===== src/pkg/udtb_pkg.sv =====
// Purpose: constants for the descriptor table base register bank
// Assumes: APB slave, 32-bit data, one aligned word per register
// Notes:   offsets chosen for this bank; unused bits read as zero
package udtb_pkg;
	// =========================================================
	// register map
	localparam logic [7:0]  OFS_PAGE_LOW   = 8'h00;
	localparam logic [7:0]  OFS_PAGE_MID   = 8'h04;
	localparam logic [7:0]  OFS_PAGE_HIGH  = 8'h08;
	localparam int          ADDR_W         = 8;
	// =========================================================
	// field layout
	localparam int          LOW_FIELD_LSB  = 1;
	localparam int          LOW_FIELD_W    = 7;
	localparam int          BYTE_FIELD_W   = 8;
	localparam int          BASE_LOW_LSB   = 9;
	localparam int          BASE_MID_LSB   = 16;
	localparam int          BASE_HIGH_LSB  = 24;
	// =========================================================
	// reset values
	localparam logic [6:0]  RST_LOW        = 7'h00;
	localparam logic [7:0]  RST_BYTE       = 8'h00;
	localparam logic [8:0]  ALIGN_ZERO     = 9'h000;
endpackage


===== src/rtl/udtb_base_regs.sv =====
// Purpose: descriptor table base address registers behind an APB slave
// Assumes: single clock, synchronous active-low reset
// Notes:   zero-wait APB; unmapped access answers with pslverr
//
// Operation
// - the low page register holds bits 15..9 of the base in its bits 7..1.
// - bit 0 of the low page register reads zero and ignores writes.
// - the mid page register holds bits 23..16 of the base in its bits 7..0.
// - the high page register holds bits 31..24 of the base in its bits 7..0.
// - the base is 32 bits with bits 8..0 always zero, giving 512-byte alignment.
// - the assembled base is the table start handed to the descriptor logic.
// - bits 31..8 of each register read zero and ignore writes.
// - every field bit is read/write and clears to zero at reset.
`timescale 1ns/1ns
module udtb_base_regs (
	input  wire logic        clk,
	input  wire logic        rst_n,
	input  wire logic        psel,
	input  wire logic        penable,
	input  wire logic        pwrite,
	input  wire logic [7:0]  paddr,
	input  wire logic [31:0] pwdata,
	input  wire logic [3:0]  pstrb,
	output logic      [31:0] prdata,
	output logic             pready,
	output logic             pslverr,
	output logic      [31:0] tableBase
);
	// =========================================================
	// bus decode
	logic        setupPh;
	logic        wrLow;
	logic        wrMid;
	logic        wrHigh;
	logic [6:0]  lowField;
	logic [7:0]  midField;
	logic [7:0]  highField;
	logic [31:0] rdData;
	logic        hit;
	logic        byte0;
	logic        accessPh;
	logic        wrAccess;

	// response is registered at setup, so pready stands for the access cycle only
	assign setupPh  = psel && !penable;
	// a write lands at the edge that completes the transfer, never at setup,
	// so a setup that is never completed cannot disturb a field
	assign accessPh = psel && penable && pready;
	assign wrAccess = accessPh && pwrite;
	assign byte0    = pstrb[0];
	// only the low byte lane carries storage; other lanes are dropped
	assign wrLow  = wrAccess && byte0 && (paddr == udtb_pkg::OFS_PAGE_LOW);
	assign wrMid  = wrAccess && byte0 && (paddr == udtb_pkg::OFS_PAGE_MID);
	assign wrHigh = wrAccess && byte0 && (paddr == udtb_pkg::OFS_PAGE_HIGH);

	// =========================================================
	// storage
	udtb_field_reg #(.W(udtb_pkg::LOW_FIELD_W), .RST_VAL(udtb_pkg::RST_LOW)) u_low (
		.clk    (clk),
		.rst_n  (rst_n),
		.wrEn   (wrLow),
		.wrData (pwdata[7:1]),
		.value  (lowField)
	);
	udtb_field_reg #(.W(udtb_pkg::BYTE_FIELD_W), .RST_VAL(udtb_pkg::RST_BYTE)) u_mid (
		.clk    (clk),
		.rst_n  (rst_n),
		.wrEn   (wrMid),
		.wrData (pwdata[7:0]),
		.value  (midField)
	);
	udtb_field_reg #(.W(udtb_pkg::BYTE_FIELD_W), .RST_VAL(udtb_pkg::RST_BYTE)) u_high (
		.clk    (clk),
		.rst_n  (rst_n),
		.wrEn   (wrHigh),
		.wrData (pwdata[7:0]),
		.value  (highField)
	);

	udtb_rd_mux u_mux (
		.addr      (paddr),
		.lowField  (lowField),
		.midField  (midField),
		.highField (highField),
		.rdData    (rdData),
		.hit       (hit)
	);

	// =========================================================
	// response registers
	always_ff @(posedge clk) begin
		if (!rst_n) begin
			pready  <= 1'b0;
			pslverr <= 1'b0;
			prdata  <= 32'h0000_0000;
		end else begin
			pready  <= setupPh;
			pslverr <= setupPh && !hit;
			// read data captured at setup and held through the access cycle
			prdata  <= (setupPh && !pwrite) ? rdData : 32'h0000_0000;
		end
	end

	// =========================================================
	// base address to descriptor logic, registered one cycle after the field
	always_ff @(posedge clk) begin
		if (!rst_n) begin
			tableBase <= 32'h0000_0000;
		end else begin
			tableBase <= {highField, midField, lowField, udtb_pkg::ALIGN_ZERO};
		end
	end
endmodule // udtb_base_regs


===== src/rtl/udtb_field_reg.sv =====
// Purpose: one software-writable field with synchronous clear
// Assumes: write strobe is a single-cycle pulse
// Notes:   width set by parameter
`timescale 1ns/1ns
module udtb_field_reg #(
	parameter int           W        = 8,
	parameter logic [W-1:0] RST_VAL  = '0
) (
	input  wire logic         clk,
	input  wire logic         rst_n,
	input  wire logic         wrEn,
	input  wire logic [W-1:0] wrData,
	output logic      [W-1:0] value
);
	if (W < 1) begin : g_bad_width
		$error("udtb_field_reg: W must be positive");
	end

	always_ff @(posedge clk) begin
		if (!rst_n) begin
			value <= RST_VAL;
		end else if (wrEn) begin
			value <= wrData;
		end
	end
endmodule // udtb_field_reg


===== src/rtl/udtb_rd_mux.sv =====
// Purpose: read-back selection for the three page registers
// Assumes: address already word aligned by the caller
// Notes:   unmapped addresses read as zero
`timescale 1ns/1ns
module udtb_rd_mux (
	input  wire logic [7:0]  addr,
	input  wire logic [6:0]  lowField,
	input  wire logic [7:0]  midField,
	input  wire logic [7:0]  highField,
	output logic      [31:0] rdData,
	output logic             hit
);
	always_comb begin
		rdData = 32'h0000_0000;
		hit    = 1'b1;
		case (addr)
			udtb_pkg::OFS_PAGE_LOW:  rdData = {24'h00_0000, lowField, 1'b0};
			udtb_pkg::OFS_PAGE_MID:  rdData = {24'h00_0000, midField};
			udtb_pkg::OFS_PAGE_HIGH: rdData = {24'h00_0000, highField};
			default:                 hit = 1'b0;
		endcase
	end
endmodule // udtb_rd_mux


===== config.mk =====
export PLATFORM = sky130hd
export DESIGN_NAME = udtb_base_regs
export DESIGN_NICKNAME = d
export VERILOG_FILES = /design/src/pkg/udtb_pkg.sv /design/src/rtl/udtb_base_regs.sv /design/src/rtl/udtb_field_reg.sv /design/src/rtl/udtb_rd_mux.sv
export SDC_FILE = /design/constraint.sdc
export NUM_CORES = 1
export LEC_CHECK = 0
export ABC_AREA = 1
export BUFFER_PORTS_ARGS = -buffer_cell sky130_fd_sc_hd__buf_2
export CORE_ASPECT_RATIO = 0.5
export CORE_MARGIN = 1
export CORE_UTILIZATION = 48
export CTS_BUF_LIST = sky130_fd_sc_hd__clkbuf_4
export CTS_CLUSTER_SIZE = 28
export DETAILED_ROUTE_END_ITERATION = 8
export PLACE_DENSITY = 0.9
export SYNTH_ARGS = -nofsm -noshare
export SYNTH_HDL_FRONTEND = slang
export SYNTH_SLANG_ARGS = --single-unit

===== constraint.sdc =====
create_clock -name clk -period 1.3 [get_ports clk]
set_input_delay 0.065 -clock clk [delete_from_list [all_inputs] [get_ports clk]]
set_output_delay 0.065 -clock clk [all_outputs]
set_load 0.005 [all_outputs]

==> results.cfg, run 1 <==
[clock_network]
clock_latency_ps = 390
root_buffer = clkbuf_4
clk_pin_slew_worst_paths_ps = 160
cts_sinks = 56
cts_made_buffers = 5
clock_path_buffers = 2
cts_max_level = 2
cts_tree = yes

[placed_design]
placed_area_um2 = 2714
hpwl_mm = 3.450
post-place-cells = 457
gp_congestion = 0.8319
portBuffers = 54

[worst_setup_path]
cp_max_fo = 3
end_kind = flop
cp.arrival_ps = 1540
worst_ep_required_time_ps = 1650
startpoint_type = primary input
crit_type = primary input to flop

[finish]
final_cell_mix = nand2_1 (68), nor2_1 (66), dfxtp_1 (56)
fin_cells = 467
final_util_pct = 56.87
fillers = 444
multi_input_area_um2 = 1016
regArea_um2 = 1121
antenna_cells = 0
area_growth_pct = 12.94
mostFrequentLayoutCell = nand2_1
final_area_um2 = 2818
drive_gt1_share_pct = 22.42
fin_nets = 445

[logic_synthesis]
seq_area_frac_synth_pct = 44.93
synth.distinct_cells = 21
synth.area.top_cells = dfxtp_1 (45%), nand2_1 (10%), buf_4 (9.9%)
synth_edf_count = 0
syn_avg_cell_area_um2 = 7.381
synth.largest_area_cell = dfxtp_1
syn_inst = 338
synth-seq-cells = 56
yosysWarnings = 0
synth_ff_type = dfxtp_1
synthArstFlopShare_pct = 0
synth_top_area_share_pct = 44.93
synthesis.area_um2 = 2495

[power]
total_power_mw = 2.844
power_frac_comb_pct = 5.7
switching_share_pct = 22.79
clkPwrFrac_pct = 33.8
leakage_nw = 1.600
pwr-share-seq_pct = 60.5
p_int_mw = 2.196
power.density_nw_per_um2 = 1009
ir_drop_v = 0.0004809
p_sw_mw = 0.6482

[floorplanning]
coreArea_um2 = 4955
initial_utilization_pct = 50.35
rows = 18
die_w_um = 104.0
die_y_um = 52.98
die_area_um2 = 5508
io_pins = 115

[route]
antenna_left = 0
wl_per_cell_um = 10.43
num_vias = 2111
viasPerCell = 4.520
drt-total-wl_mm = 4.869
drt-pass1-iter-count = 5
drcViolationCount = 0
drt-initial-drc-count = 182

[timing]
fmax_mhz = 840.3
hold_viol = 0
finClkSkew_ps = 14.07
grt_setup_unrepaired = yes
finalMaxSlewViolations = 0
fin_crit_sh_pct = 91.55
period_needed_ps = 1190
final-setup-viol-count = 0

[status]
status = completed

[global_routing]
grt_pass1_wl_mm = 7.762
grtUsageTotal_pct = 18.66
antenna_found_initial = 0
grt_max_degree = 47
grt_pass1_vias = 1680
grt.overflow.total = 0

[hold_path]
hold_path.class = primary input to flop

[run]
max_cap_viol_count = 0
==> final timing paths <==
path	start	end	slack, ps	depth (start not counted)
hold / removal	pwdata[0]	u_mid.value[0]	20	5
setup / recovery	penable	pready	110	4
hold reg to reg	u_high.value[6]	tableBase[30]	450	2
setup reg to reg	pready	u_high.value[4]	110	6
==> metrics by stage <==
| stage | setup WS (ps) | TNS (ps) | hold slack [ps] |
|---|---|---|---|
| global placement | 161.1 | 0 | 286.2 |
| detailed placement | 145.9 | 0 | 281.3 |
| CTS | 110.3 | 0 | 17.60 |
| floorplan | 242.8 | 0 | 154.5 |
| global route | -0.4101 | -0.4101 | 42.34 |
| finish | 109.9 | 0 | 19.69 |
==> cells by family (layout without fill, tap and decap cells) <==
group / Yosys count / in the layout / share of synthesized area (%)
other: 1 / 33 / 0.1503
AND/OR/NAND/NOR: 191 / 191 / 35.76
buffers and inverters: 90 / 117 / 19.16
flip-flops: 56 / 56 / 44.93
==> per-layer routing <==
layer  share of wire, %  GRT usage (%)  vias up
met1                 43          23.41      944
met3                7.8          3.325       12
met5                  0              0        -
met2                 48          32.00      101
li1                   -              -     1054
met4                1.9          9.048        0
==> final cells by class <==
cell class | count | share of cell area, %
Timing Repair Buffer | 60 | 11.50
Inverter | 49 | 6.705
Tap cell | 70 | 3.108
Multi-Input combinational cell | 224 | 36.06
Clock buffer | 6 | 1.599
Sequential cell | 56 | 39.79
Clock inverter | 2 | 1.243
==> worst max-delay path, cell delays in order <==
cell and delay [ps]:
dlygate4sd3_1 530, buf_2 130, nor3_1 230, dlygate4sd3_1 570
==> state kept, by name, indices dropped and copies added, names as in the netlist <==
register	count
pready	1
u_low.value	7
u_mid.value	8
tableBase	23
prdata	8
pslverr	1
u_high.value	8
==> cells in the mapped netlist (3+ instances only) <==
library cell  instances
dfxtp_1              56
inv_1                47
nand3_1              33
nor2_1               66
buf_2                 3
nor2_2                8
buf_1                 4
nand2_4               4
buf_4                33
nand2_1              68
nor2_4                6
==> power groups by stage <==
stage / combinational [mW] / sequential (mW) / clock, mW
final: 0.163 / 1.72 / 0.961
after global routing: 0.185 / 1.72 / 1.04
after CTS: 0.161 / 1.72 / 0.968
after detailed placement: 0.156 / 1.76 / 0
after global placement: 0.152 / 1.76 / 0
after floorplan: 0.174 / 1.76 / 0
==> timing repair <==
action                     in CTS  in global routing
gates resized for setup         0                  1
hold buffers                    2                  0
setup endpoints to repair       0                  3
setup buffers                   0                  0
hold endpoints to repair        2                  0
No activity file was read; power rests on OpenSTA's default activity.
==> run 2, diff against run 1 <==
--- a/config.mk
+++ b/config.mk
@@ -9,11 +9,13 @@
 export BUFFER_PORTS_ARGS = -buffer_cell sky130_fd_sc_hd__buf_2
 export CORE_ASPECT_RATIO = 0.5
 export CORE_MARGIN = 1
-export CORE_UTILIZATION = 48
+export CORE_UTILIZATION = 52
 export CTS_BUF_LIST = sky130_fd_sc_hd__clkbuf_4
 export CTS_CLUSTER_SIZE = 28
 export DETAILED_ROUTE_END_ITERATION = 8
-export PLACE_DENSITY = 0.9
+export PLACE_DENSITY = 0.91
 export SYNTH_ARGS = -nofsm -noshare
 export SYNTH_HDL_FRONTEND = slang
+export SYNTH_HIERARCHICAL = 1
 export SYNTH_SLANG_ARGS = --single-unit
+export TNS_END_PERCENT = 100
==> results.cfg, run 2 <==
[power]
p_int_mw = 3.146
power_frac_comb_pct = 5.7
leakage_nw = 2.079
clkPwrFrac_pct = 34.4
pwr-share-seq_pct = 59.9
power.density_nw_per_um2 = 1105
p_sw_mw = 0.9765
switching_share_pct = 23.69
ir_drop_v = 0.0005572
total_power_mw = 4.123

[logic_synthesis]
synth_edf_count = 0
synth_top_family_by_area = simple AND/OR/NAND/NOR gates
synth.area.top_cells = dfxtp_1 (50%), inv_1 (11%), nor2_1 (11%)
synthMuxAreaShare_pct = 0
synthTopCellsByCount = inv_1 (92), nor2_1 (90), nand2_1 (89), dfxtp_1 (80), buf_4 (33)
syn_avg_cell_area_um2 = 7.346
synthArstFlopShare_pct = 0
yosysMostFrequentCell = inv_1
syn_inst = 436
synthesis.area_um2 = 3203
synth-seq-cells = 80
synth_compound_area_share_pct = 0.2344
synth_ff_type = dfxtp_1
seq_area_frac_synth_pct = 50.00
synthXorXnorAreaFrac_pct = 0
synth.distinct_cells = 17
synth_fa_ha_area_share_pct = 0
yosysWarnings = 6
synth_top_area_share_pct = 50.00
yosys.area_share.simple_pct = 26.80
synth.largest_area_cell = dfxtp_1

[route]
num_vias = 2528
viasPerCell = 4.172
wl_per_cell_um = 9.246
antenna_left = 0
drcViolationCount = 0
drt-total-wl_mm = 5.603
drt-initial-drc-count = 102
drt-pass1-iter-count = 4

[global_routing]
top_usage_layer = met2
use_met3_pct = 7.014
grt_max_degree = 26
antenna_found_initial = 0
grt_pass1_vias = 2143
grtUsageTotal_pct = 18.24
grt.overflow.total = 0
grt.met1_usage_pct = 20.31
use_met2_pct = 31.39
grt_pass1_wl_mm = 8.880

[floorplanning]
die_y_um = 57.50
die_w_um = 113.0
coreArea_um2 = 5705
initial_utilization_pct = 56.14
die_area_um2 = 6497
io_pins = 115
rows = 19

[placed_design]
dp_slack_ps = 139.2
portBuffers = 78
hpwl_mm = 3.991
gp_congestion = 0.8241

[timing]
grt_setup_unrepaired = no
finalMaxSlewViolations = 0
fin_crit_sh_pct = 91.41
final-setup-viol-count = 0
fmax_mhz = 841.5
setup_tns_ps = 0
hold_viol = 0
worst_slack_ps = 111.7
finClkSkew_ps = 14.43
period_needed_ps = 1188

[worst_setup_path]
cp_max_fo = 16
worstPathCellList = dlygate4sd3_1, buf_2, nand2_1, nor2_1, nand3_1, nor2_1, buf_4, nand2_1, nand2_1, nor2_1
worst_ep_required_time_ps = 1630
crit_buf_inv = 3
worst_path_max_delay_cell = dlygate4sd3_1
crit_type = primary input to flop
cp.arrival_ps = 1520
end_kind = flop
startpoint_type = primary input
slowest_delay_ps = 520
path_delay_family = buffers and inverters

[finish]
top_register = prdata
mostFrequentLayoutCell = inv_1
antenna_cells = 0
final_cell_mix = inv_1 (92), nor2_1 (90), nand2_1 (89)
area_growth_pct = 16.48
largestRegisters = prdata (32), tableBase (23)
largest_reg_flops = 32
fin_nets = 577
final_util_pct = 65.39
drive_gt1_share_pct = 20.83

[run]
max_cap_viol_count = 0

[clock_network]
cts_max_level = 3
root_buffer = clkbuf_4
clock_path_buffers = 2
cts_made_buffers = 9
cts_sinks = 80
clock_latency_ps = 430
post_cts_resized = 0
clk_pin_slew_worst_paths_ps = 130
cts_tree = yes

[status]
status = completed

[hold_path]
hold_path.class = primary input to flop
==> run 2: cell types whose count changed in the layout (fill, tap and decap cells not counted), moves of 9 or more <==
cell           delta
dfxtp_1          +24
nand3_1           -9
nor2_1           +24
buf_2            +24
dlygate4sd3_1    +10
nand2_1          +21
inv_1            +45
==> run 2: cells by family after synthesis <==
logic type	after synthesis
other	2
flip-flops	80
AO/OA/AOI/OAI	1
buffers and inverters	140
AND/OR/NAND/NOR	213
==> run 2: metal layers <==
metal | routed length [um] | vias up | share of wire [%]
met5 | 0 | - | 0
met4 | 92 | 0 | 1.6
met3 | 410 | 9 | 7.3
met2 | 2656 | 94 | 47
met1 | 2444 | 1066 | 44
li1 | - | 1359 | -
==> run 2: final cells by class <==
| type | count | area (um^2) |
|---|---|---|
| fill | 492 | 1974 |
| sequential | 80 | 1602 |
| multi-input combinational | 247 | 989.7 |
| timing repair buffer | 96 | 555.5 |
| inverter | 94 | 352.8 |
| tap | 73 | 91.34 |
| clock inverter | 7 | 72.57 |
| clock buffer | 9 | 67.56 |
==> run 2: power groups by stage <==
stage,sequential [mW],combinational [mW],clock [mW]
final,2.47,0.235,1.42
after global routing,2.47,0.268,1.55
after CTS,2.47,0.230,1.44
after detailed placement,2.52,0.202,0
after global placement,2.52,0.197,0
after floorplan,2.53,0.200,0
==> run 2: final timing paths <==
path                       start        endpoint  slack [ps]  cells after the start
hold / removal            pwrite       prdata[2]          20                      4
setup / recovery         penable  u_mid/value[3]         110                     10
setup reg to reg          pready  u_mid/value[3]         120                      6
hold reg to reg   u_low/value[0]    tableBase[9]         470                      2
==> run 2: timing repair <==
| item | in CTS | in global routing |
|---|---|---|
| buffers inserted | 0 | 0 |
| hold endpoints to repair | 26 | 0 |
| hold buffers | 12 | 0 |
==> run 2: through the flow <==
step | hold slack (ps) | instances | cell area (um^2)
finish | 18.68 | 606 | 3731
global route | 29.42 | 606 | 3731
CTS | 12.57 | 606 | 3731
detailed placement | 334.9 | 578 | 3471
global placement | 341.9 | 578 | 3471
floorplan | 158.5 | 467 | 3319
==> run 2: worst reg2reg max path, stage by stage (launching register included) <==
cell and delay, ps:
dfxtp_1 360, nand3_1 140, nor2_1 140, buf_4 220
nand2_1 100, nand2_1 70, nor2_1 50
==> run 3, diff against run 2 <==
--- a/config.mk
+++ b/config.mk
@@ -9,11 +9,11 @@
 export BUFFER_PORTS_ARGS = -buffer_cell sky130_fd_sc_hd__buf_2
 export CORE_ASPECT_RATIO = 0.5
 export CORE_MARGIN = 1
-export CORE_UTILIZATION = 52
+export CORE_UTILIZATION = 45
 export CTS_BUF_LIST = sky130_fd_sc_hd__clkbuf_4
 export CTS_CLUSTER_SIZE = 28
 export DETAILED_ROUTE_END_ITERATION = 8
-export PLACE_DENSITY = 0.91
+export PLACE_DENSITY = 0.81
 export SYNTH_ARGS = -nofsm -noshare
 export SYNTH_HDL_FRONTEND = slang
 export SYNTH_HIERARCHICAL = 1
==> results.cfg, run 3 (synthesized netlist as in run 2, its figures left out) <==
[route]
drt-initial-drc-count = 224
drt-total-wl_mm = 5.846
viasPerCell = 4.021
drt-pass1-iter-count = 4
num_vias = 2509
antenna_left = 0
drcViolationCount = 0
wl_per_cell_um = 9.369

[timing]
finClkSkew_ps = 17.56
worst_hold_slack_ps = 69.36
fin_crit_sh_pct = 91.45
setup_tns_ps = 0
hold_viol = 0
final-setup-viol-count = 0
fmax_mhz = 841.2
period_needed_ps = 1189
grt_setup_unrepaired = no
finalMaxSlewViolations = 0

[finish]
multi_input_area_um2 = 989.7
fin_nets = 576
antenna_cells = 0
area_growth_pct = 18.40
drive_gt1_share_pct = 20.30
mostFrequentLayoutCell = inv_1
fillers = 655
final_cell_mix = inv_1 (92), nor2_1 (90), nand2_1 (89)
largest_reg_flops = 32
largestRegisters = prdata (32), tableBase (23)
regArea_um2 = 1602
top_register = prdata

[placed_design]
gp_congestion = 0.8020
portBuffers = 78
hpwl_mm = 3.942

[worst_setup_path]
crit_type = primary input to flop
cp.arrival_ps = 1490
worstPathCellList = dlygate4sd3_1, buf_2, nand2_1, nor2_1, nand3_1, nor2_1, buf_6, nand2_1, nand2_1, nor2_1
worst_path_max_delay_cell = dlygate4sd3_1
startpoint_type = primary input
end_kind = flop
slowest_delay_ps = 520
r2r_cells = 6
cp_max_fo = 16
worst_ep_required_time_ps = 1610

[global_routing]
grtUsageTotal_pct = 16.77
grt.overflow.total = 0
grt_max_degree = 47
antenna_found_initial = 0
grt_pass1_vias = 2130
grt_pass1_wl_mm = 9.397

[clock_network]
cts_made_buffers = 9
cts_tree = yes
clk_pin_slew_worst_paths_ps = 130
cts_max_level = 3
clock_path_buffers = 2
cts_sinks = 80
postCtsSetupBuffers = 0
clock_latency_ps = 410
root_buffer = clkbuf_4

[power]
power.density_nw_per_um2 = 1177
leakage_nw = 2.093
ir_drop_v = 0.0005058

[hold_path]
hold_depth = 3
hold_path.class = primary input to flop

[floorplanning]
die_y_um = 61.66
die_area_um2 = 7480
coreArea_um2 = 6779
die_w_um = 121.3
rows = 21
initial_utilization_pct = 47.25
io_pins = 115

[run]
max_cap_viol_count = 0

[status]
status = completed
run 3: cell count changes in the layout (fill, tap and decap cells not counted):
| cell | before | now |
|---|---|---|
| buf_4 | 6 | 3 |
| buf_6 | 0 | 2 |
| bufinv_16 | 1 | 3 |
| clkinv_1 | 0 | 2 |
| clkinv_4 | 2 | 0 |
| clkinv_2 | 2 | 1 |
| clkinvlp_4 | 2 | 1 |
run 3: repair_timing:
action	4_1_cts	5_1_grt
setup endpoints to repair	0	3
hold buffers	12	0
resized for setup	0	2
hold endpoints to repair	24	0
run 3: power breakdown:
part           switching, mW  leakage [nW]  internal (mW)  total [mW]
logic                  0.139          1.36         0.0948       0.233
clock network          0.805        0.0910          0.958        1.76
registers            0.00312         0.645           2.46        2.47
run 3: worst paths after layout:
check | slack, ps | end | start
max reg2reg | 150 | u_mid/value[7] | pready
max | 110 | u_mid/value[7] | psel
min | 70 | pslverr | paddr[3]
min reg2reg | 460 | tableBase[21] | u_mid/value[5]
run 3: per-stage QoR:
step	util (%)	instances	total power [mW]	worst slack, ps	instance area, um^2
finish	55.94	624	4.465	111.2	3792
global route	55.94	624	4.659	9.141	3792
CTS	55.83	624	4.498	124.5	3785
detailed placement	51.44	596	2.725	129.9	3487
global placement	51.44	596	2.721	193.0	3487
floorplan	-	467	2.727	212.6	3319
run 3: final cells by class:
type | instances | area share, %
flip-flops and latches | 80 | 42.23
multi-input cells | 247 | 26.10
repair buffers | 95 | 14.65
inverters | 94 | 9.304
clock buffers | 9 | 1.782
clock inverters | 7 | 2.903
well taps | 92 | 3.035
run 3: metal layers:
layer | part of all wire (%) | up-vias | global-route usage (%) | wire length (um)
met5 | 0 | - | 0 | 0
met4 | 2.0 | 0 | 7.231 | 116
met2 | 47 | 94 | 28.25 | 2733
met3 | 7.4 | 15 | 6.111 | 433
li1 | - | 1351 | - | -
met1 | 44 | 1049 | 19.85 | 2562
run 3: critical path, delay by kind of cell:
| kind | cells | cell delay [ps] |
|---|---|---|
| buffers and inverters | 3 | 820 |
| and+or+nand+nor | 7 | 620 |
